## src/include/csil_cfg.svh

```systemverilog
// image layout, register map and field positions of the configuration image loader
`ifndef CSIL_CFG_SVH
`define CSIL_CFG_SVH

// image byte positions (one stored byte per entry)
`define CSIL_MARKER        8'ha5
`define CSIL_A_MARK        9'h000
`define CSIL_A_WAKE_POL    9'h00f
`define CSIL_A_POLL_FS     9'h010
`define CSIL_A_POLL_HS     9'h011
`define CSIL_A_FLAGS_LO    9'h013
`define CSIL_A_FLAGS_HI    9'h022
`define CSIL_A_STR_LO      9'h025
`define CSIL_A_BOS_HI      9'h030
`define CSIL_A_DSC_LO      9'h035
`define CSIL_A_DSC_HI      9'h03c
`define CSIL_A_WFF_LEN     9'h03d
`define CSIL_A_WFF_OFF     9'h03e
`define CSIL_A_TB_LEN      9'h041
`define CSIL_A_TB_OFF      9'h042
`define CSIL_A_SW_LEN      9'h046
`define CSIL_A_SW_OFF      9'h047

// pointer slots: 0-4 strings, 5 object store, 6-9 device/config, 10 software
`define CSIL_SLOT_DSC      4'h6
`define CSIL_SLOT_SW       4'ha
`define CSIL_DESC_N        11

// payload sizes in bytes
`define CSIL_WFF_BYTES     5'h14
`define CSIL_WFF_CFG_BYTES 5'h04
`define CSIL_TB_BYTES      5'h04

// register byte offsets
`define CSIL_R_CTRL        8'h00
`define CSIL_R_STATUS      8'h04
`define CSIL_R_POLL        8'h08
`define CSIL_R_FLAGS0      8'h10
`define CSIL_R_FLAGS1      8'h14
`define CSIL_R_FLAGS2      8'h18
`define CSIL_R_FLAGS3      8'h1c

// field positions
`define CSIL_CTRL_RELOAD   0
`define CSIL_ST_BUSY       0
`define CSIL_ST_LOADED     1
`define CSIL_ST_FAILED     2
`define CSIL_POLL_FS_LSB   0
`define CSIL_POLL_HS_LSB   8
`define CSIL_POLL_POL_LSB  16

`endif

```

## src/include/csil_pkg.sv

```systemverilog
// types shared by the configuration image loader
package csil_pkg;

   // loader sequence states
   typedef enum logic [2:0] {
      CSIL_IDLE = 3'b000,
      CSIL_MARK = 3'b001,
      CSIL_HDR  = 3'b010,
      CSIL_WFF  = 3'b011,
      CSIL_TBUS = 3'b100
   } csil_state_t;

   // byte address into the image memory
   typedef logic [8:0] csil_addr_t;

endpackage

```

## src/core/csil_loader.sv

```systemverilog
// configuration image loader: walks the upper image entries and distributes them
//
// Functional notes
// - The byte at entry 0Fh becomes bits 11:8 of the gpio wake polarity field.
// - Entry 10h gives the full-speed and entry 11h the high-speed interrupt polling interval.
// - Four 32-bit flag words are built lsb first from four entries each starting at 13h, 17h, 1Bh and 1Fh.
// - Five string pointers, each a byte length then a word offset, are read from 25h to 2Eh in order.
// - The object store block length comes from 2Fh and its word offset from 30h.
// - High-speed device descriptor pointer sits at 35h/36h and config-plus-interface at 37h/38h.
// - Full-speed device descriptor pointer sits at 39h/3Ah and config-plus-interface at 3Bh/3Ch.
// - Wake frame filter 0 data length is at 3Dh and offset at 3Eh, and a used length is 20 bytes.
// - Of the filter data the first four bytes fill the filter config register and the next 16 the mask.
// - Test bus input length is at 41h and offset at 42h, and a used length is 4 bytes.
// - The software descriptor length comes from 46h and its offset from 47h.
// - A zero length entry leaves that item at its hardware default; on a reload the loader keeps the value from the previous load instead.
// - A first byte other than A5h means no programmed image and the load fails.
// - Every image offset counts 16-bit words, so the byte address is twice the offset.
//
// Implementation choices: the register addresses and the APB slave port.
`timescale 1ns/1ps
`include "csil_cfg.svh"

module csil_loader
   import csil_pkg::*;
#(
   parameter logic [3:0]   POL_DEFAULT   = 4'h0,     // wake polarity 11:8 default
   parameter logic [7:0]   FS_DEFAULT    = 8'h00,    // full-speed interval default
   parameter logic [7:0]   HS_DEFAULT    = 8'h00,    // high-speed interval default
   parameter logic [127:0] FLAGS_DEFAULT = 128'h0,   // flag words default
   parameter logic [87:0]  DESC_DEFAULT  = 88'h0,    // pointer lengths/offsets default
   parameter logic [31:0]  WFF_CFG_DEF   = 32'h0,    // filter 0 config default
   parameter logic [127:0] WFF_MASK_DEF  = 128'h0,   // filter 0 mask default
   parameter logic [31:0]  TB_DEFAULT    = 32'h0     // test bus input default
) (
   input  wire logic         pclk,                      // core clock, 250 MHz
   input  wire logic         presetn,                   // async reset, low active
   input  wire logic         psel,                      // apb select
   input  wire logic         penable,                   // apb access phase
   input  wire logic         pwrite,                    // apb direction
   input  wire logic [7:0]   paddr,                     // apb byte address
   input  wire logic [31:0]  pwdata,                    // apb write data
   output logic      [31:0]  prdata,                    // apb read data
   output logic              pready,                    // apb ready
   output logic              pslverr,                   // apb error
   output logic              mem_rd_req,                // image byte wanted
   output csil_addr_t        mem_rd_addr,               // image byte address
   input  wire logic         mem_rd_ack,                // image byte delivered
   input  wire logic [7:0]   mem_rd_data,               // image byte value
   output logic      [3:0]   gpio_wake_polarity_field,  // polarity bits 11:8
   output logic      [7:0]   poll_fs,                   // full-speed interval
   output logic      [7:0]   poll_hs,                   // high-speed interval
   output logic      [127:0] cfg_flags,                 // flag words 0..3
   output logic      [87:0]  desc_len,                  // byte lengths per slot
   output logic      [87:0]  desc_off,                  // word offsets per slot
   output logic      [31:0]  wake_filter_config_reg,    // filter 0 config
   output logic      [127:0] wake_filter_mask_reg,      // filter 0 byte mask
   output logic      [31:0]  test_bus_in,               // test bus input data
   output logic              load_busy,                 // load in progress
   output logic              load_done,                 // load finished pulse
   output logic              load_fail                  // load failed pulse
);

   csil_state_t state;
   csil_state_t next_state;
   logic        start_pend;
   logic        reload;
   logic        take;
   logic [4:0]  cnt;
   logic [7:0]  wff_len;
   logic [7:0]  wff_off;
   logic [7:0]  tb_len;
   logic [7:0]  tb_off;
   logic        len_nz;
   logic [5:0]  slot_info;
   logic [31:0] poll_word;

   // pointer decode: {valid, is_length, slot}
   function automatic logic [5:0] desc_slot(input csil_addr_t a);
      csil_addr_t d;
      desc_slot = 6'h00;
      d = 9'h000;
      if (a >= `CSIL_A_STR_LO && a <= `CSIL_A_BOS_HI) begin
         d = a - `CSIL_A_STR_LO;
         desc_slot = {1'b1, ~d[0], d[4:1]};
      end else if (a >= `CSIL_A_DSC_LO && a <= `CSIL_A_DSC_HI) begin
         d = a - `CSIL_A_DSC_LO;
         desc_slot = {1'b1, ~d[0], d[4:1] + `CSIL_SLOT_DSC};
      end else if (a == `CSIL_A_SW_LEN || a == `CSIL_A_SW_OFF) begin
         desc_slot = {1'b1, a == `CSIL_A_SW_LEN, `CSIL_SLOT_SW};
      end
   endfunction

   // word offset to byte address
   function automatic csil_addr_t word_addr(input logic [7:0] off);
      word_addr = {off, 1'b0};
   endfunction

   assign take      = mem_rd_req & mem_rd_ack;
   assign slot_info = desc_slot(mem_rd_addr);
   assign poll_word = {12'h000, gpio_wake_polarity_field, poll_hs, poll_fs};

   csil_apb_regs u_regs (
      .pclk      (pclk),
      .presetn   (presetn),
      .psel      (psel),
      .penable   (penable),
      .pwrite    (pwrite),
      .paddr     (paddr),
      .pwdata    (pwdata),
      .prdata    (prdata),
      .pready    (pready),
      .pslverr   (pslverr),
      .busy      (load_busy),
      .done      (load_done),
      .fail      (load_fail),
      .poll_word (poll_word),
      .flags     (cfg_flags),
      .reload    (reload)
   );

   // a load runs once after reset, then per reload; a reload while busy is queued
   always_ff @(posedge pclk or negedge presetn) begin
      if (!presetn) begin
         start_pend <= 1'b1;
      end else begin
         start_pend <= reload | (start_pend & (state != CSIL_IDLE));
      end
   end

   // sequence: marker, header walk, then optional filter and test bus payloads
   always_comb begin
      next_state = state;
      case (state)
         CSIL_IDLE: begin
            if (start_pend) next_state = CSIL_MARK;
         end
         CSIL_MARK: begin
            if (take) next_state = (mem_rd_data == `CSIL_MARKER) ? CSIL_HDR : CSIL_IDLE;
         end
         CSIL_HDR: begin
            if (take && mem_rd_addr == `CSIL_A_SW_OFF) begin
               if (wff_len != 8'h00)     next_state = CSIL_WFF;
               else if (tb_len != 8'h00) next_state = CSIL_TBUS;
               else                      next_state = CSIL_IDLE;
            end
         end
         CSIL_WFF: begin
            if (take && cnt == `CSIL_WFF_BYTES - 5'h01)
               next_state = (tb_len != 8'h00) ? CSIL_TBUS : CSIL_IDLE;
         end
         CSIL_TBUS: begin
            if (take && cnt == `CSIL_TB_BYTES - 5'h01) next_state = CSIL_IDLE;
         end
         default: next_state = CSIL_IDLE;
      endcase
   end

   // state register and status pulses
   always_ff @(posedge pclk or negedge presetn) begin
      if (!presetn) begin
         state     <= CSIL_IDLE;
         load_busy <= 1'b0;
         load_done <= 1'b0;
         load_fail <= 1'b0;
      end else begin
         state     <= next_state;
         load_busy <= (next_state != CSIL_IDLE);
         load_done <= (state != CSIL_IDLE) && (state != CSIL_MARK) && (next_state == CSIL_IDLE);
         load_fail <= (state == CSIL_MARK) && (next_state == CSIL_IDLE);
      end
   end

   // read request stays up through a state; address steps after each byte taken
   always_ff @(posedge pclk or negedge presetn) begin
      if (!presetn) begin
         mem_rd_req  <= 1'b0;
         mem_rd_addr <= `CSIL_A_MARK;
         cnt         <= 5'h00;
      end else begin
         mem_rd_req <= (next_state != CSIL_IDLE);
         if (next_state != state) begin
            cnt <= 5'h00;
            case (next_state)
               CSIL_MARK: mem_rd_addr <= `CSIL_A_MARK;
               CSIL_HDR:  mem_rd_addr <= `CSIL_A_WAKE_POL;
               CSIL_WFF:  mem_rd_addr <= word_addr(wff_off);
               CSIL_TBUS: mem_rd_addr <= word_addr(tb_off);
               default:   mem_rd_addr <= mem_rd_addr;
            endcase
         end else if (take) begin
            cnt         <= cnt + 5'h01;
            mem_rd_addr <= mem_rd_addr + 9'h001;
         end
      end
   end

   // single-byte settings; reserved entries pass by untouched
   always_ff @(posedge pclk or negedge presetn) begin
      if (!presetn) begin
         gpio_wake_polarity_field <= POL_DEFAULT;
         poll_fs                  <= FS_DEFAULT;
         poll_hs                  <= HS_DEFAULT;
      end else if (take && state == CSIL_HDR) begin
         case (mem_rd_addr)
            `CSIL_A_WAKE_POL: gpio_wake_polarity_field <= mem_rd_data[3:0];
            `CSIL_A_POLL_FS:  poll_fs <= mem_rd_data;
            `CSIL_A_POLL_HS:  poll_hs <= mem_rd_data;
            default:          poll_fs <= poll_fs;
         endcase
      end
   end

   // flag words, lsb first; entries run contiguous so one byte index covers all four
   always_ff @(posedge pclk or negedge presetn) begin
      if (!presetn) begin
         cfg_flags <= FLAGS_DEFAULT;
      end else if (take && state == CSIL_HDR && mem_rd_addr >= `CSIL_A_FLAGS_LO
                   && mem_rd_addr <= `CSIL_A_FLAGS_HI) begin
         cfg_flags[{4'(mem_rd_addr - `CSIL_A_FLAGS_LO), 3'b000} +: 8] <= mem_rd_data;
      end
   end

   // pointer pairs: a zero length keeps both the current length and offset
   always_ff @(posedge pclk or negedge presetn) begin
      if (!presetn) begin
         desc_len <= DESC_DEFAULT;
         desc_off <= DESC_DEFAULT;
         len_nz   <= 1'b0;
      end else if (take && state == CSIL_HDR && slot_info[5]) begin
         if (slot_info[4]) begin
            len_nz <= (mem_rd_data != 8'h00);
            if (mem_rd_data != 8'h00)
               desc_len[{slot_info[3:0], 3'b000} +: 8] <= mem_rd_data;
         end else if (len_nz) begin
            desc_off[{slot_info[3:0], 3'b000} +: 8] <= mem_rd_data;
         end
      end
   end

   // payload pointers; lengths cleared at each start so a stale length never triggers a fetch
   always_ff @(posedge pclk or negedge presetn) begin
      if (!presetn) begin
         wff_len <= 8'h00;
         wff_off <= 8'h00;
         tb_len  <= 8'h00;
         tb_off  <= 8'h00;
      end else if (state == CSIL_MARK) begin
         wff_len <= 8'h00;
         tb_len  <= 8'h00;
      end else if (take && state == CSIL_HDR) begin
         case (mem_rd_addr)
            `CSIL_A_WFF_LEN: wff_len <= mem_rd_data;
            `CSIL_A_WFF_OFF: wff_off <= mem_rd_data;
            `CSIL_A_TB_LEN:  tb_len  <= mem_rd_data;
            `CSIL_A_TB_OFF:  tb_off  <= mem_rd_data;
            default:         wff_off <= wff_off;
         endcase
      end
   end

   // filter 0 payload; fixed 20 bytes fetched whatever nonzero length is stored
   always_ff @(posedge pclk or negedge presetn) begin
      if (!presetn) begin
         wake_filter_config_reg <= WFF_CFG_DEF;
         wake_filter_mask_reg   <= WFF_MASK_DEF;
      end else if (take && state == CSIL_WFF) begin
         if (cnt < `CSIL_WFF_CFG_BYTES)
            wake_filter_config_reg[{cnt[1:0], 3'b000} +: 8] <= mem_rd_data;
         else
            wake_filter_mask_reg[{4'(cnt - `CSIL_WFF_CFG_BYTES), 3'b000} +: 8] <= mem_rd_data;
      end
   end

   // test bus input payload, lsb first
   always_ff @(posedge pclk or negedge presetn) begin
      if (!presetn) begin
         test_bus_in <= TB_DEFAULT;
      end else if (take && state == CSIL_TBUS) begin
         test_bus_in[{cnt[1:0], 3'b000} +: 8] <= mem_rd_data;
      end
   end

   // checks
   a_marker_reject: assert property (@(posedge pclk) disable iff (!presetn)
      (state == CSIL_MARK && take && mem_rd_data != `CSIL_MARKER) |=> (load_fail && state == CSIL_IDLE && !load_done))
      else $error("bad marker did not fail the load");

   a_done_single: assert property (@(posedge pclk) disable iff (!presetn)
      load_done |=> (!load_done && (!load_busy || $past(start_pend | reload))))
      else $error("done pulse longer than one cycle");

   a_idle_stable: assert property (@(posedge pclk) disable iff (!presetn)
      (state == CSIL_IDLE && !start_pend) |=> ($stable(cfg_flags) && $stable(desc_off) && $stable(test_bus_in)))
      else $error("settings moved outside a load");

   a_wake_pol_load: assert property (@(posedge pclk) disable iff (!presetn)
      (state == CSIL_HDR && take && mem_rd_addr == `CSIL_A_WAKE_POL)
      |=> gpio_wake_polarity_field == $past(mem_rd_data[3:0]))
      else $error("wake polarity not loaded");

   a_poll_intervals: assert property (@(posedge pclk) disable iff (!presetn)
      (state == CSIL_HDR && take && mem_rd_addr == `CSIL_A_POLL_HS) |=> (poll_hs == $past(mem_rd_data)
      && poll_fs == $past(poll_fs)))
      else $error("high-speed interval not loaded");

   a_flags_order: assert property (@(posedge pclk) disable iff (!presetn)
      (state == CSIL_HDR && take && mem_rd_addr == `CSIL_A_FLAGS_HI) |=> cfg_flags[127:120] == $past(mem_rd_data))
      else $error("last flag byte misplaced");

   a_zero_len_keep: assert property (@(posedge pclk) disable iff (!presetn)
      (state == CSIL_HDR && take && slot_info[5] && slot_info[4] && mem_rd_data == 8'h00) |=> $stable(desc_len))
      else $error("zero length item was overwritten");

   a_zero_len_off: assert property (@(posedge pclk) disable iff (!presetn)
      (state == CSIL_HDR && take && slot_info[5] && !slot_info[4] && !len_nz) |=> $stable(desc_off))
      else $error("offset of absent item was overwritten");

   a_word_offset: assert property (@(posedge pclk) disable iff (!presetn)
      (state != CSIL_WFF && next_state == CSIL_WFF) |=> (mem_rd_addr == {wff_off, 1'b0} && mem_rd_req))
      else $error("filter fetch not at word offset");

   a_filter_cfg: assert property (@(posedge pclk) disable iff (!presetn)
      (state == CSIL_WFF && take && cnt == 5'h03) |=> wake_filter_config_reg[31:24] == $past(mem_rd_data))
      else $error("filter config top byte misplaced");

   a_test_bus: assert property (@(posedge pclk) disable iff (!presetn)
      (state == CSIL_TBUS && take && cnt == 5'h03) |=> (test_bus_in[31:24] == $past(mem_rd_data)
      && state == CSIL_IDLE && load_done))
      else $error("test bus payload did not finish the load");

   a_filter_mask: assert property (@(posedge pclk) disable iff (!presetn)
      (state == CSIL_WFF && take && cnt == 5'h13) |=> wake_filter_mask_reg[127:120] == $past(mem_rd_data))
      else $error("filter mask top byte misplaced");

   a_tbus_offset: assert property (@(posedge pclk) disable iff (!presetn)
      (state != CSIL_TBUS && next_state == CSIL_TBUS) |=> (mem_rd_addr == {tb_off, 1'b0} && mem_rd_req))
      else $error("test bus fetch not at word offset");

   a_sw_length: assert property (@(posedge pclk) disable iff (!presetn)
      (state == CSIL_HDR && take && mem_rd_addr == `CSIL_A_SW_LEN && mem_rd_data != 8'h00)
      |=> desc_len[87:80] == $past(mem_rd_data))
      else $error("software descriptor length not loaded");

endmodule // csil_loader

```

## src/core/csil_apb_regs.sv

```systemverilog
// apb register slave of the configuration image loader
`timescale 1ns/1ps
`include "csil_cfg.svh"

module csil_apb_regs
   import csil_pkg::*;
(
   input  wire logic         pclk,        // core clock
   input  wire logic         presetn,     // async reset, low active
   input  wire logic         psel,        // apb select
   input  wire logic         penable,     // apb access phase
   input  wire logic         pwrite,      // apb direction
   input  wire logic [7:0]   paddr,       // apb byte address
   input  wire logic [31:0]  pwdata,      // apb write data
   output logic      [31:0]  prdata,      // apb read data
   output logic              pready,      // apb ready
   output logic              pslverr,     // apb error
   input  wire logic         busy,        // load in progress
   input  wire logic         done,        // load finished pulse
   input  wire logic         fail,        // load failed pulse
   input  wire logic [31:0]  poll_word,   // packed polling and polarity view
   input  wire logic [127:0] flags,       // configuration flag words
   output logic              reload       // reload request pulse
);

   logic loaded;
   logic failed;
   logic setup_hit;
   logic mapped;
   logic [31:0] rd_mux;

   // one wait state: ready follows the first access cycle
   assign setup_hit = psel & penable & ~pready;

   // read decode; unmapped offsets answer with an error
   always_comb begin
      mapped = 1'b1;
      rd_mux = 32'h0000_0000;
      case (paddr)
         `CSIL_R_CTRL:   rd_mux = 32'h0000_0000;
         `CSIL_R_STATUS: begin
            rd_mux[`CSIL_ST_BUSY]   = busy;
            rd_mux[`CSIL_ST_LOADED] = loaded;
            rd_mux[`CSIL_ST_FAILED] = failed;
         end
         `CSIL_R_POLL:   rd_mux = poll_word;
         `CSIL_R_FLAGS0: rd_mux = flags[31:0];
         `CSIL_R_FLAGS1: rd_mux = flags[63:32];
         `CSIL_R_FLAGS2: rd_mux = flags[95:64];
         `CSIL_R_FLAGS3: rd_mux = flags[127:96];
         default:        mapped = 1'b0;
      endcase
   end

   // bus answer registered, valid with pready
   always_ff @(posedge pclk or negedge presetn) begin
      if (!presetn) begin
         pready  <= 1'b0;
         prdata  <= 32'h0000_0000;
         pslverr <= 1'b0;
      end else begin
         pready  <= setup_hit;
         prdata  <= (setup_hit && !pwrite) ? rd_mux : 32'h0000_0000;
         pslverr <= setup_hit & ~mapped;
      end
   end

   // write takes effect only at the completing edge
   always_ff @(posedge pclk or negedge presetn) begin
      if (!presetn) begin
         reload <= 1'b0;
      end else begin
         reload <= psel & penable & pready & pwrite & (paddr == `CSIL_R_CTRL) & pwdata[`CSIL_CTRL_RELOAD];
      end
   end

   // sticky outcome; a new reload clears, a same-cycle outcome wins
   always_ff @(posedge pclk or negedge presetn) begin
      if (!presetn) begin
         loaded <= 1'b0;
         failed <= 1'b0;
      end else begin
         loaded <= done | (loaded & ~reload);
         failed <= fail | (failed & ~reload);
      end
   end

endmodule // csil_apb_regs

```

## config.mk

```make
export PLATFORM = sky130hd
export DESIGN_NAME = csil_loader
export DESIGN_NICKNAME = d
export VERILOG_FILES = /design/src/include/csil_pkg.sv /design/src/core/csil_loader.sv /design/src/core/csil_apb_regs.sv
export VERILOG_INCLUDE_DIRS = /design/src /design/src/include
export SDC_FILE = /design/constraint.sdc
export NUM_CORES = 1
export LEC_CHECK = 0
export CORE_AREA = 2 2 240 242
export DETAILED_ROUTE_END_ITERATION = 6
export DIE_AREA = 0 0 242 244
export DONT_BUFFER_PORTS = 1
export GPL_TIMING_DRIVEN = 0
export PLACE_DENSITY = 0.58
export SKIP_LAST_GASP = 1
export SLEW_MARGIN = 20
export SYNTH_ARGS = -nofsm -noshare
export SYNTH_HDL_FRONTEND = slang
export SYNTH_SLANG_ARGS = --single-unit
```

## constraint.sdc

```tcl
create_clock -name pclk -period 5.4 [get_ports pclk]
set_input_delay 0.27 -clock pclk [delete_from_list [all_inputs] [get_ports pclk]]
set_output_delay 0.27 -clock pclk [all_outputs]
set_load 0.01 [all_outputs]
```

---- After elaboration in Yosys (flattened, before gate mapping) ----
Cells that the tools add are included.
cells by class
  add/subtract/negate cells ............... 11
  $lt $le $gt $ge ......................... 7
  equal/unequal tests ..................... 29
  shift-type cells ........................ 8
  multiplexer cells ....................... 33
  bitwise gates (word level) .............. 22
  reductions and logical operators ........ 43
operators with widths
  cell                                                                                 count
  128-bit bitwise mux                                                                  2
  8-bit by 9-bit variable shift with 128-bit output, first input constant              2
  8-bit by 9-bit indexed part select with 128-bit output                               2
  88-bit bitwise mux                                                                   2
  29-bit one-hot mux with 5 select lines                                               1
  8-bit by 9-bit variable shift with 88-bit output, first input constant               1
  8-bit by 9-bit indexed part select with 88-bit output                                1
  32-bit bitwise mux                                                                   2
  8-bit two-way mux                                                                    6
  9-bit by 7-bit == test with 1-bit output, second input constant                      4
  9-bit one-hot mux with 4 select lines                                                1
  8-bit by 5-bit == test with 1-bit output, second input constant                      4
  32-bit two-way mux                                                                   1
  8-bit by 7-bit variable shift with 32-bit output, first input constant               1
  8-bit by 7-bit indexed part select with 32-bit output                                1
  9-bit by 6-bit <= comparator with 1-bit output, second input constant                3
  7-bit negator with 9-bit output                                                      3
  8-bit nonzero test                                                                   3
  3-bit two-way mux                                                                    7
  9-bit by 5-bit == test with 1-bit output, second input constant                      2
  9-bit by 6-bit == test with 1-bit output, second input constant                      2
  9-bit by 6-bit greater-or-equal comparator with 1-bit output, second input constant  2
  6-bit two-way mux                                                                    3
  9-bit two-way mux                                                                    2
  40 further kinds                                                                     95
word-level totals
  register bits after elaboration ......... 607
  input port bits ......................... 54
  output and inout port bits .............. 563
  word-level logic and storage cells ...... 180

---- Logic depth before layout (Yosys ltp) ----
Gate-level depths: netlist of the first run.
  depth after elaboration ................. 8
  mapped depth ............................ 17
  mapped depth without buffers ............ 13

---- Hierarchy ----
A second synthesis of the first run with hierarchy kept.
second synthesis, totals
  cell total of the unflattened synthesis .. 2091
  area, all modules ....................... 25727.2 µm²
modules (own cells, without submodules)
  module         instances  cells each  area each (µm²)  sequential area each (µm²)
  csil_loader    1          1867        23408.7          14264.9
  csil_apb_regs  1          224         2318.5           925.9

---- Worst setup path before layout of the first run ----
No wires, ideal clock.
  kind .................................... reg-to-reg
  from .................................... register mem_rd_addr[0]
  to ...................................... register desc_off[48]
  setup time .............................. 0.125 ns
  arrival time ............................ 3.789 ns
  data required time ...................... 5.275 ns
  slack ................................... 1.486 ns
  cell stages (with the launch flop) ...... 16
  buffers on the path ..................... 4
  clock period less this slack ............ 3.914 ns
  cell sequence ........................... dfrtp_1 clkbuf_1 inv_1 ha_1 clkbuf_1 o2111a_1 a31oi_1 o31a_1 ha_1 clkbuf_1 inv_1 a41oi_1 a21oi_4 or3b_1 buf_6 mux2_4
on the way
  longest elaborated chain between the ends .. 8
  elaborated cells on any way between the ends .. 24
  those cells by class .................... add/sub: 4; order compare: 4; eq/ne: 2; shift: 2; mux: 4; bitwise: 3; reduce/logical: 5
ends and longest elaborated chain
  element                                                                                                                    line                source
  start, declared                                                                                                            csil_loader.sv:46   output csil_addr_t mem_rd_addr,
  start signal, assigned                                                                                                     csil_loader.sv:177  mem_rd_addr <= `CSIL_A_MARK;
  start signal, assigned                                                                                                     csil_loader.sv:184  CSIL_MARK: mem_rd_addr <= `CSIL_A_MARK;
  start signal, assigned                                                                                                     csil_loader.sv:185  CSIL_HDR: mem_rd_addr <= `CSIL_A_WAKE_POL;
  parallel branches: the longest is 4 deep, another holds 5-bit subtractor                                                   -
  6-bit two-way mux (*)                                                                                                      csil_loader.sv:82   if (a >= `CSIL_A_STR_LO && a <= `CSIL_A_BOS_HI) begin
  7-bit negator with 9-bit output                                                                                            csil_loader.sv:235  desc_off[{slot_info[3:0], 3'b000} +: 8] <= mem_rd_data;
  8-bit by 9-bit indexed part select with 88-bit output or 8-bit by 9-bit variable shift with 88-bit output (tied branches)  csil_loader.sv:235
  88-bit bitwise mux                                                                                                         csil_loader.sv:235
  end signal, assigned by index                                                                                              csil_loader.sv:235
  end, declared                                                                                                              csil_loader.sv:54   output logic [87:0] desc_off,
Every way passes the cells marked *.
A chain may end at the register's enable or synchronous reset.

---- Worst setup path in the final report of the first run ----
  from .................................... register mem_rd_addr[1]
  to ...................................... register desc_len[82]
on the way
  longest elaborated chain between the ends .. 8
  elaborated cells on any way between the ends .. 21
  those cells by class .................... add/sub: 4; order compare: 4; eq/ne: 2; shift: 2; mux: 4; reduce/logical: 5
ends and longest elaborated chain
  element                                                                                                                    line                source
  parallel branches: the longest is 4 deep, another holds 5-bit subtractor                                                   -
  6-bit two-way mux (*)                                                                                                      csil_loader.sv:82
  7-bit negator with 9-bit output                                                                                            csil_loader.sv:233  desc_len[{slot_info[3:0], 3'b000} +: 8] <= mem_rd_data;
  8-bit by 9-bit indexed part select with 88-bit output or 8-bit by 9-bit variable shift with 88-bit output (tied branches)  csil_loader.sv:233
  88-bit bitwise mux                                                                                                         csil_loader.sv:233
  end signal, assigned by index                                                                                              csil_loader.sv:233
  end, declared                                                                                                              csil_loader.sv:53   output logic [87:0] desc_len,
Marks and branches as above.

==> impl_metrics.ini, run 1 <==
[detailed_routing]
drt-initial-drc-count = 1286
remaining_drc_errors = 0
via_per_inst = 5.93
wl_met3_um = 8240
wirelength_um = 85900
vias = 17900
wl_per_cell_um = 28.5
wl_met1_um = 34600
dr_wl_met2_um = 40400
final_antenna_net_count = 0
drtPass1Iterations = 5
top_layer = met5

[global_route]
grtUsageTotal_pct = 28.8
grt_pass1_vias = 18100
grt_max_degree = 608
grt_pass1_wl_um = 127000
grt_overflow = 0
antenna_found_initial = 3

[logic_synthesis]
syn_avg_cell_area_um2 = 12.0
synth_cells = 2135
synth_ff_type = dfrtp_1
ys_warn_count = 0
syn_area_um2 = 25700
syn-num-nets = 2212
synth_edf_count = 0
ys_seq_area_share_pct = 59.2
ys_types = 82
async_flop_share_pct = 100
synth_seq_cells = 607

[sta]
hold_viol_final = 607
fin_hold_ws_ns = -0.633
period_share_pct = 90.1
slew_headroom_pct = -74.2
setup_tns_ns = 0
setup_violations = 0
drv_slew = 304
fmax_ghz = 0.205
layout_min_cycle_time_ns = 4.87
rsz0062_at_grt = false
finalClockSkew_ns = 0.0275
tightest_slew_ns = 2.61

[floorplan]
start_util_pct = 45.7
die_h_um = 244
rows = 87
core_area_um2 = 56200
ioPinCount = 617
dieArea_um2 = 59000
die_w_um = 242

[cts]
hold_buffers = 7
cts-root-buf = clkbuf_16
clkSinkCount = 607
cts_tree = done
cts_buffers = 67
clk_latency_ns = 0.61
clockBufferDepth = 3
clk_pin_slew_ns = 0.06
h-tree-depth = 3

[critical_path]
cp_top_family = simple AND/OR/NAND/NOR gates
slowest_stage = nor2_1
max_stage_delay_ns = 0.69
end_kind = register
critPathLaunchType = register
path_cells = inv_1 -> ha_1 -> clkbuf_1 -> a21o_1 -> nor2_1 -> or3_1 -> o31a_1 -> ha_1 -> clkbuf_1 -> a31oi_1 -> o21ai_0 -> mux2i_1 -> nand3_1 -> nor2_1 -> mux2_2
cp.arrival_ns = 5.34
critPathBufInv = 3
crit_required_ns = 5.87
worstSetupPathType = reg -> reg
path_max_fanout = 11

[status]
violations = negative hold slack, max-slew violations
status = complete, but fails checks

[power_and_ir_drop]
p_per_area_nw_per_um2 = 331
leakage_nw = 13.8
ir_worst_vdd_uv = 264

[finish]
final_common_cell = dfrtp_1
instances_no_fill = 3018
drive_above_1_share_pct = 23.3
area_delta_synth_final_pct = 13.0
nets = 2289
antennaDiodeCount = 0
final_cell_mix = dfrtp_1, mux2_2, nand2_1

[placement]
io_buffers = 0
dp_hpwl_um = 61400
gp_congestion = 0.910
dp.cells = 2892

[flow_run]
max_cap_viol_count = 0

[hold_path]
min_path_type = in -> async
## per-stage QoR
stage / hold WS [ns] / power, mW / setup WS [ns] / utilization (%) / cell area [um^2]
4_1_cts: -0.653 / 9.69 / 0.122 / 51.6 / 29000
6_report: -0.633 / 9.62 / 0.532 / 51.7 / 29000
2_1_floorplan: -0.0256 / 4.83 / 1.49 / - / 25700
5_1_grt: -0.655 / 9.93 / 0.187 / 51.7 / 29000
3_3_place_gp: -0.0124 / 4.96 / 0.188 / 47.4 / 26600
3_5_place_dp: -0.0122 / 4.97 / 0.142 / 47.5 / 26700
## final timing paths
kind | slack (ns) | to | depth (start not counted) | startpoint
hold reg to reg | 0.49 | u_regs.loaded | 1 | u_regs.loaded
max in group asynchronous | 3.96 | mem_rd_addr[4] | 0 | presetn
hold / removal | -0.63 | u_regs.prdata[30] | 0 | presetn
setup reg to reg | 0.53 | desc_len[82] | 15 | mem_rd_addr[1]
setup / recovery | 0.53 | desc_len[82] | 15 | mem_rd_addr[1]
min in group pclk | 0.09 | u_regs.prdata[1] | 3 | psel
## cells by family (layout without fill, tap and decap cells)
logic type,Yosys count,after routing,share of synthesized area (%)
buffers and inverters,157,284,2.42
muxes,410,410,18.0
adders and majority gates,23,23,1.12
DFF,607,607,59.2
and+or+nand+nor,592,592,10.8
AOI/OAI and AO/OA,334,334,8.15
xor gates and xnor gates,12,12,0.409
## repair_timing
item | in CTS | in global routing
gates resized for setup | 0 | 4
setup endpoints to repair | 0 | 99
endpoints found under the hold margin | 613 | 607
setup buffers | 0 | 0
## final cells by class
class	instances	area [um^2]
Multi-Input combinational cell	1371	9910
Sequential cell	607	15200
Inverter	29	109
Clock buffer	90	1930
Timing Repair Buffer	8	77.6
Buffer	128	514
Fill cell	5018	27100
Clock inverter	29	355
Tap cell	756	946
## synth_stat cells, drive strengths merged (14+ instances only)
cell	n	area, um^2
o21ai	165	830
mux2i	29	290
ha	23	288
nand3	54	280
and3	25	156
and2	36	228
dfrtp	606	15200
buf	16	92.6
a22oi	45	338
a21oi	47	262
nand2	272	1020
nor3	18	111
inv	29	109
clkbuf	112	420
a221oi	14	123
mux2	381	4320
nor2	115	434
## layer usage
layer  up-vias  track usage, %
li1       7658               -
met1      9309            36.8
met2       774            46.2
met3       157            10.0
met4         2            9.50
met5         -               0
## worst reg2reg max path: stages (launching register included)
cell      delay [ns]
dfrtp_1         0.60
inv_1           0.24
ha_1            0.17
clkbuf_1        0.45
a21o_1          0.22
nor2_1          0.07
or3_1           0.45
o31a_1          0.36
ha_1            0.23
clkbuf_1        0.19
a31oi_1         0.17
o21ai_0         0.11
mux2i_1         0.22
nand3_1         0.15
nor2_1          0.69
mux2_2          0.41
## power breakdown
part | internal (mW) | total, mW | leakage (nW) | switching [mW]
logic | 0.0742 | 0.320 | 4.29 | 0.246
clock network | 2.81 | 4.73 | 1.11 | 1.92
registers | 4.55 | 4.57 | 8.43 | 0.0161
Power figures use the tool's default switching activity.
==> inputs of run 2 (changes only) <==
Settings changed: HOLD_SLACK_MARGIN set to 0.1.
==> run 2 against run 1 <==
The run still ends with negative hold slack, max-slew violations left. Clock skew about the same. Sequential power about the same. Critical path depth unchanged. Die area is the same. First-iteration DRC count up 0.93%. Combinational power barely moved. Non-clock buffer count unchanged. Largest cell class unchanged.
==> impl_metrics.ini, run 2 (synthesized netlist as in run 1, its figures left out) <==
[global_route]
antenna_found_initial = 3
grt_overflow = 0
grtUsageTotal_pct = 28.8
grtUsageMet2_pct = 46.2
use_met3_pct = 10.0
grt_pass1_wl_um = 127000
busiest_layer = met2
grt_max_degree = 608
grt_pass1_vias = 18100
grtUsageMet1_pct = 36.8

[cts]
clk_latency_ns = 0.61
cts_tree = done
h-tree-depth = 3
clockBufferDepth = 3
cts_buffers = 67
cts-root-buf = clkbuf_16
clk_pin_slew_ns = 0.06
clkSinkCount = 607
post_cts.repair.setup_buffers = 0
hold_buffers = 7

[critical_path]
path_max_fanout = 11
cp.arrival_ns = 5.37
critPathLaunchType = register
crit_required_ns = 5.87
max_stage_delay_ns = 0.69
end_kind = register
slowest_stage = nor2_1
worstSetupPathType = reg -> reg
path_cells = inv_1 -> ha_1 -> clkbuf_1 -> a21o_1 -> nor2_1 -> or3_1 -> o31a_1 -> ha_1 -> clkbuf_1 -> a31oi_1 -> o21ai_0 -> mux2i_1 -> nand3_1 -> nor2_1 -> mux2_2

[sta]
setup_tns_ns = 0
slew_headroom_pct = -40.5
setup_violations = 0
tightest_slew_ns = 2.11
layout_min_cycle_time_ns = 4.90
fin_hold_ws_ns = -0.638
drv_slew = 207
rsz0062_at_grt = false
finalClockSkew_ns = 0.0273
hold_viol_final = 606
period_share_pct = 90.8
fmax_ghz = 0.204

[detailed_routing]
final_antenna_net_count = 0
drtPass1Iterations = 6
drt-initial-drc-count = 1298
wirelength_um = 85800
vias = 17900
via_per_inst = 5.94
remaining_drc_errors = 0
wl_per_cell_um = 28.4

[placement]
dp_hpwl_um = 61400
gp_congestion = 0.910
io_buffers = 0

[power_and_ir_drop]
leakage_nw = 13.8
power.share.combinational_pct = 3.3
switching_share_pct = 22.7
p_sw_mw = 2.18
p_per_area_nw_per_um2 = 331
ir_worst_vdd_uv = 264
pwr-share-seq_pct = 47.5
p_int_mw = 7.44
pwr-share-clk_pct = 49.2

[hold_path]
min_path_type = in -> async

[status]
violations = negative hold slack, max-slew violations
status = complete, but fails checks

[floorplan]
start_util_pct = 45.7
rows = 87
core_area_um2 = 56200
dieArea_um2 = 59000
die_w_um = 242
ioPinCount = 617
die_h_um = 244

[finish]
fin_util_pct = 51.7
area_delta_synth_final_pct = 13.0
antennaDiodeCount = 0
fill_cells = 5018
final_cell_mix = dfrtp_1, mux2_2, nand2_1
nets = 2289
drive_above_1_share_pct = 23.3
final_common_cell = dfrtp_1

[flow_run]
max_cap_viol_count = 0
## run 2: worst paths after layout
| kind | from | to | slack (ns) | depth (start not counted) |
|---|---|---|---|---|
| max in group asynchronous | presetn | desc_off[47] | 4.35 | 0 |
| setup reg to reg | mem_rd_addr[1] | desc_len[82] | 0.50 | 15 |
| min in group pclk | mem_rd_ack | cnt[1] | 0.17 | 3 |
| hold / removal | presetn | u_regs.prdata[30] | -0.64 | 0 |
| hold reg to reg | start_pend | start_pend | 0.49 | 2 |
| setup / recovery | mem_rd_addr[1] | desc_len[82] | 0.50 | 15 |
## run 2: area by class of cell
| type | count | area (um^2) | area share [%] |
|---|---|---|---|
| Clock buffer | 90 | 1930 | 6.63 |
| Inverter | 29 | 109 | 0.375 |
| Clock inverter | 29 | 355 | 1.22 |
| Multi-Input combinational cell | 1371 | 9910 | 34.1 |
| Sequential cell | 607 | 15200 | 52.3 |
| Timing Repair Buffer | 8 | 77.6 | 0.267 |
| Tap cell | 756 | 946 | 3.26 |
| Buffer | 128 | 514 | 1.77 |
## run 2: power groups by stage
| stage | clock network [mW] | registers, mW | logic (mW) |
|---|---|---|---|
| 3_3_place_gp | 0 | 4.65 | 0.306 |
| 6_report | 4.73 | 4.57 | 0.320 |
| 4_1_cts | 4.81 | 4.57 | 0.317 |
| 5_1_grt | 5.02 | 4.57 | 0.345 |
| 2_1_floorplan | 0 | 4.65 | 0.179 |
| 3_5_place_dp | 0 | 4.65 | 0.314 |
## run 2: critical path, delay by kind of cell, from the launching register on
family | cells | cell delay, ns
DFF | 1 | 0.61
AOI/OAI and AO/OA | 4 | 0.86
muxes | 2 | 0.64
adders and majority gates | 2 | 0.40
and+or+nand+nor | 4 | 1.37
buffers and inverters | 3 | 0.89
## run 2: routing by layer
layer | vias to the layer above | routed length (um)
met1 | 9328 | 34500
met5 | - | 13
met4 | 2 | 2700
met3 | 166 | 8260
met2 | 779 | 40400
li1 | 7642 | -
## run 2: stage by stage
| step | setup slack [ns] | power [mW] | std cells | instance area (um^2) |
|---|---|---|---|---|
| floorplan | 1.49 | 4.83 | 2135 | 25700 |
| global placement | 0.188 | 4.96 | 2891 | 26600 |
| detailed placement | 0.142 | 4.97 | 2892 | 26700 |
| CTS | 0.122 | 9.69 | 3018 | 29000 |
| global route | 0.187 | 9.93 | 3018 | 29000 |
| finish | 0.499 | 9.62 | 3018 | 29000 |
## run 2: timing repair
item | CTS | global route
endpoints found under the setup margin | 0 | 99
endpoints found under the hold margin | 615 | 607
gates resized for setup | 0 | 4
==> inputs of run 3 (changes only) <==
Clock period 5.4 ns to 5.2 ns, I/O delays scaled along.
==> run 3 against run 2 <==
The flow still finishes with violations (negative hold slack, max-slew violations). Sequential power up 4%. Maximum frequency up 3.7%. Critical endpoint unchanged. Largest power group unchanged. Design area about the same. Clock skew up 0.00093 ns. Global-route usage unchanged. Final cell count about the same. Die area unchanged. Wire length about the same. Critical path type unchanged.
==> impl_metrics.ini, run 3 (synthesized netlist as in run 1, its figures left out) <==
[status]
status = complete, but fails checks
violations = negative hold slack, max-slew violations

[floorplan]
ioPinCount = 617
die_h_um = 244
dieArea_um2 = 59000
start_util_pct = 45.7
core_area_um2 = 56200
rows = 87
die_w_um = 242

[finish]
final_cell_mix = dfrtp_1, mux2_2, nand2_1
seqCellArea_um2 = 15200
instances_no_fill = 3017
antennaDiodeCount = 0
drive_above_1_share_pct = 23.4
stdcell_area_um2 = 29000
multi_input_area_um2 = 9910
area_delta_synth_final_pct = 13.0
fill_cells = 5018
final_common_cell = dfrtp_1
fin_util_pct = 51.7
nets = 2288

[detailed_routing]
final_antenna_net_count = 0
drt-initial-drc-count = 1283
vias = 17900
drtPass1Iterations = 7
wirelength_um = 85900
remaining_drc_errors = 0
wl_met3_um = 8360
via_per_inst = 5.93
dr_wl_met2_um = 40500
wl_per_cell_um = 28.5
top_layer = met5
wl_met1_um = 34300

[sta]
drv_slew = 134
fin_hold_ws_ns = -0.646
period_share_pct = 90.9
rsz0062_at_grt = false
slew_headroom_pct = -15.0
setup_violations = 0
layout_min_cycle_time_ns = 4.73
finalClockSkew_ns = 0.0282
hold_viol_final = 606
fmax_ghz = 0.212
tightest_slew_ns = 1.72

[global_route]
grt_pass1_vias = 18100
grtUsageTotal_pct = 28.8
grt_max_degree = 608
antenna_found_initial = 3
grt_overflow = 0
grt_pass1_wl_um = 127000

[critical_path]
path_cells = inv_1 -> ha_1 -> clkbuf_1 -> a21o_1 -> nor2_1 -> or3_1 -> o31a_1 -> ha_1 -> clkbuf_1 -> a31oi_1 -> o21ai_0 -> mux2i_1 -> nand3_1 -> nor2_1 -> mux2_2
slowest_stage = nor2_1
worstSetupPathType = reg -> reg
path_max_fanout = 11
cp.arrival_ns = 5.20
end_kind = register
max_stage_delay_ns = 0.69
r2r_slack_ns = 0.47
crit_required_ns = 5.67
critPathLaunchType = register

[hold_path]
min_path_type = in -> async

[cts]
cts_buffers = 67
h-tree-depth = 3
clk_pin_slew_ns = 0.06
cts_tree = done
clk_latency_ns = 0.61
cts-root-buf = clkbuf_16
clkSinkCount = 607
post_cts.repair.setup_buffers = 0
hold_buffers = 7
clockBufferDepth = 3

[flow_run]
max_cap_viol_count = 0

[power_and_ir_drop]
leakage_nw = 13.8
total_power_mw = 9.99
p_per_area_nw_per_um2 = 344
ir_worst_vdd_uv = 274

[placement]
dp_hpwl_um = 61400
gp_congestion = 0.910
io_buffers = 0
placed_area_um2 = 26700
dp.cells = 2892
==> run 3: changes by cell type in the layout (fill, tap and decap cells not counted) <==
cell      delta
dfrtp_2      +2
clkbuf_1     -1
dfrtp_1      -2
==> run 3: worst max-delay path, delay by kind of cell (launching register included) <==
kind / cells / cell delay (ns)
compound gates: 4 / 0.86
fa+ha+maj: 2 / 0.39
buf+inv: 3 / 0.81
flops: 1 / 0.54
mux: 2 / 0.64
simple gates: 4 / 1.36
==> run 3: worst paths after layout <==
kind                                startpoint                 to  depth (start not counted)
worst max-delay path            mem_rd_addr[1]       desc_len[82]                         15
worst max register to register  mem_rd_addr[1]       desc_len[82]                         15
worst min register to register   u_regs.loaded      u_regs.loaded                          1
min in group pclk                   mem_rd_ack             cnt[1]                          3
worst min-delay path                   presetn  u_regs.prdata[30]                          0
max in group asynchronous              presetn       desc_len[61]                          0
==> run 3: power breakdown <==
part / switching [mW] / internal (mW)
Clock: 1.99 / 2.92
Combinational: 0.254 / 0.0774
Sequential: 0.0168 / 4.73
==> run 3: per-stage QoR <==
| stage | setup TNS (ns) | setup WS (ns) |
|---|---|---|
| floorplan | 0 | 1.29 |
| global placement | -0.0799 | -0.0122 |
| detailed placement | -0.385 | -0.0575 |
| CTS | 0 | 0.00413 |
| global route | 0 | 0.0811 |
| finish | 0 | 0.473 |
==> run 3: cell type report <==
| type | count | area share, % |
|---|---|---|
| Buffer | 127 | 1.76 |
| Clock buffer | 90 | 6.63 |
| Clock inverter | 29 | 1.22 |
| Inverter | 29 | 0.375 |
| Multi-Input combinational cell | 1371 | 34.1 |
| Sequential cell | 607 | 52.3 |
| Tap cell | 756 | 3.26 |
| Timing Repair Buffer | 8 | 0.267 |
==> run 3: routing by layer <==
layer	global-route usage [%]	up-vias
met3	10.0	160
met1	36.8	9296
met2	46.2	771
li1	-	7654
met4	9.50	2
met5	0	-
==> run 3: what timing repair did <==
| item | CTS | global route |
|---|---|---|
| cloned | 0 | 0 |
| setup endpoints to repair | 8 | 129 |
| endpoints found under the hold margin | 615 | 607 |
| resized for setup | 1 | 5 |
| pin swaps | 0 | 0 |
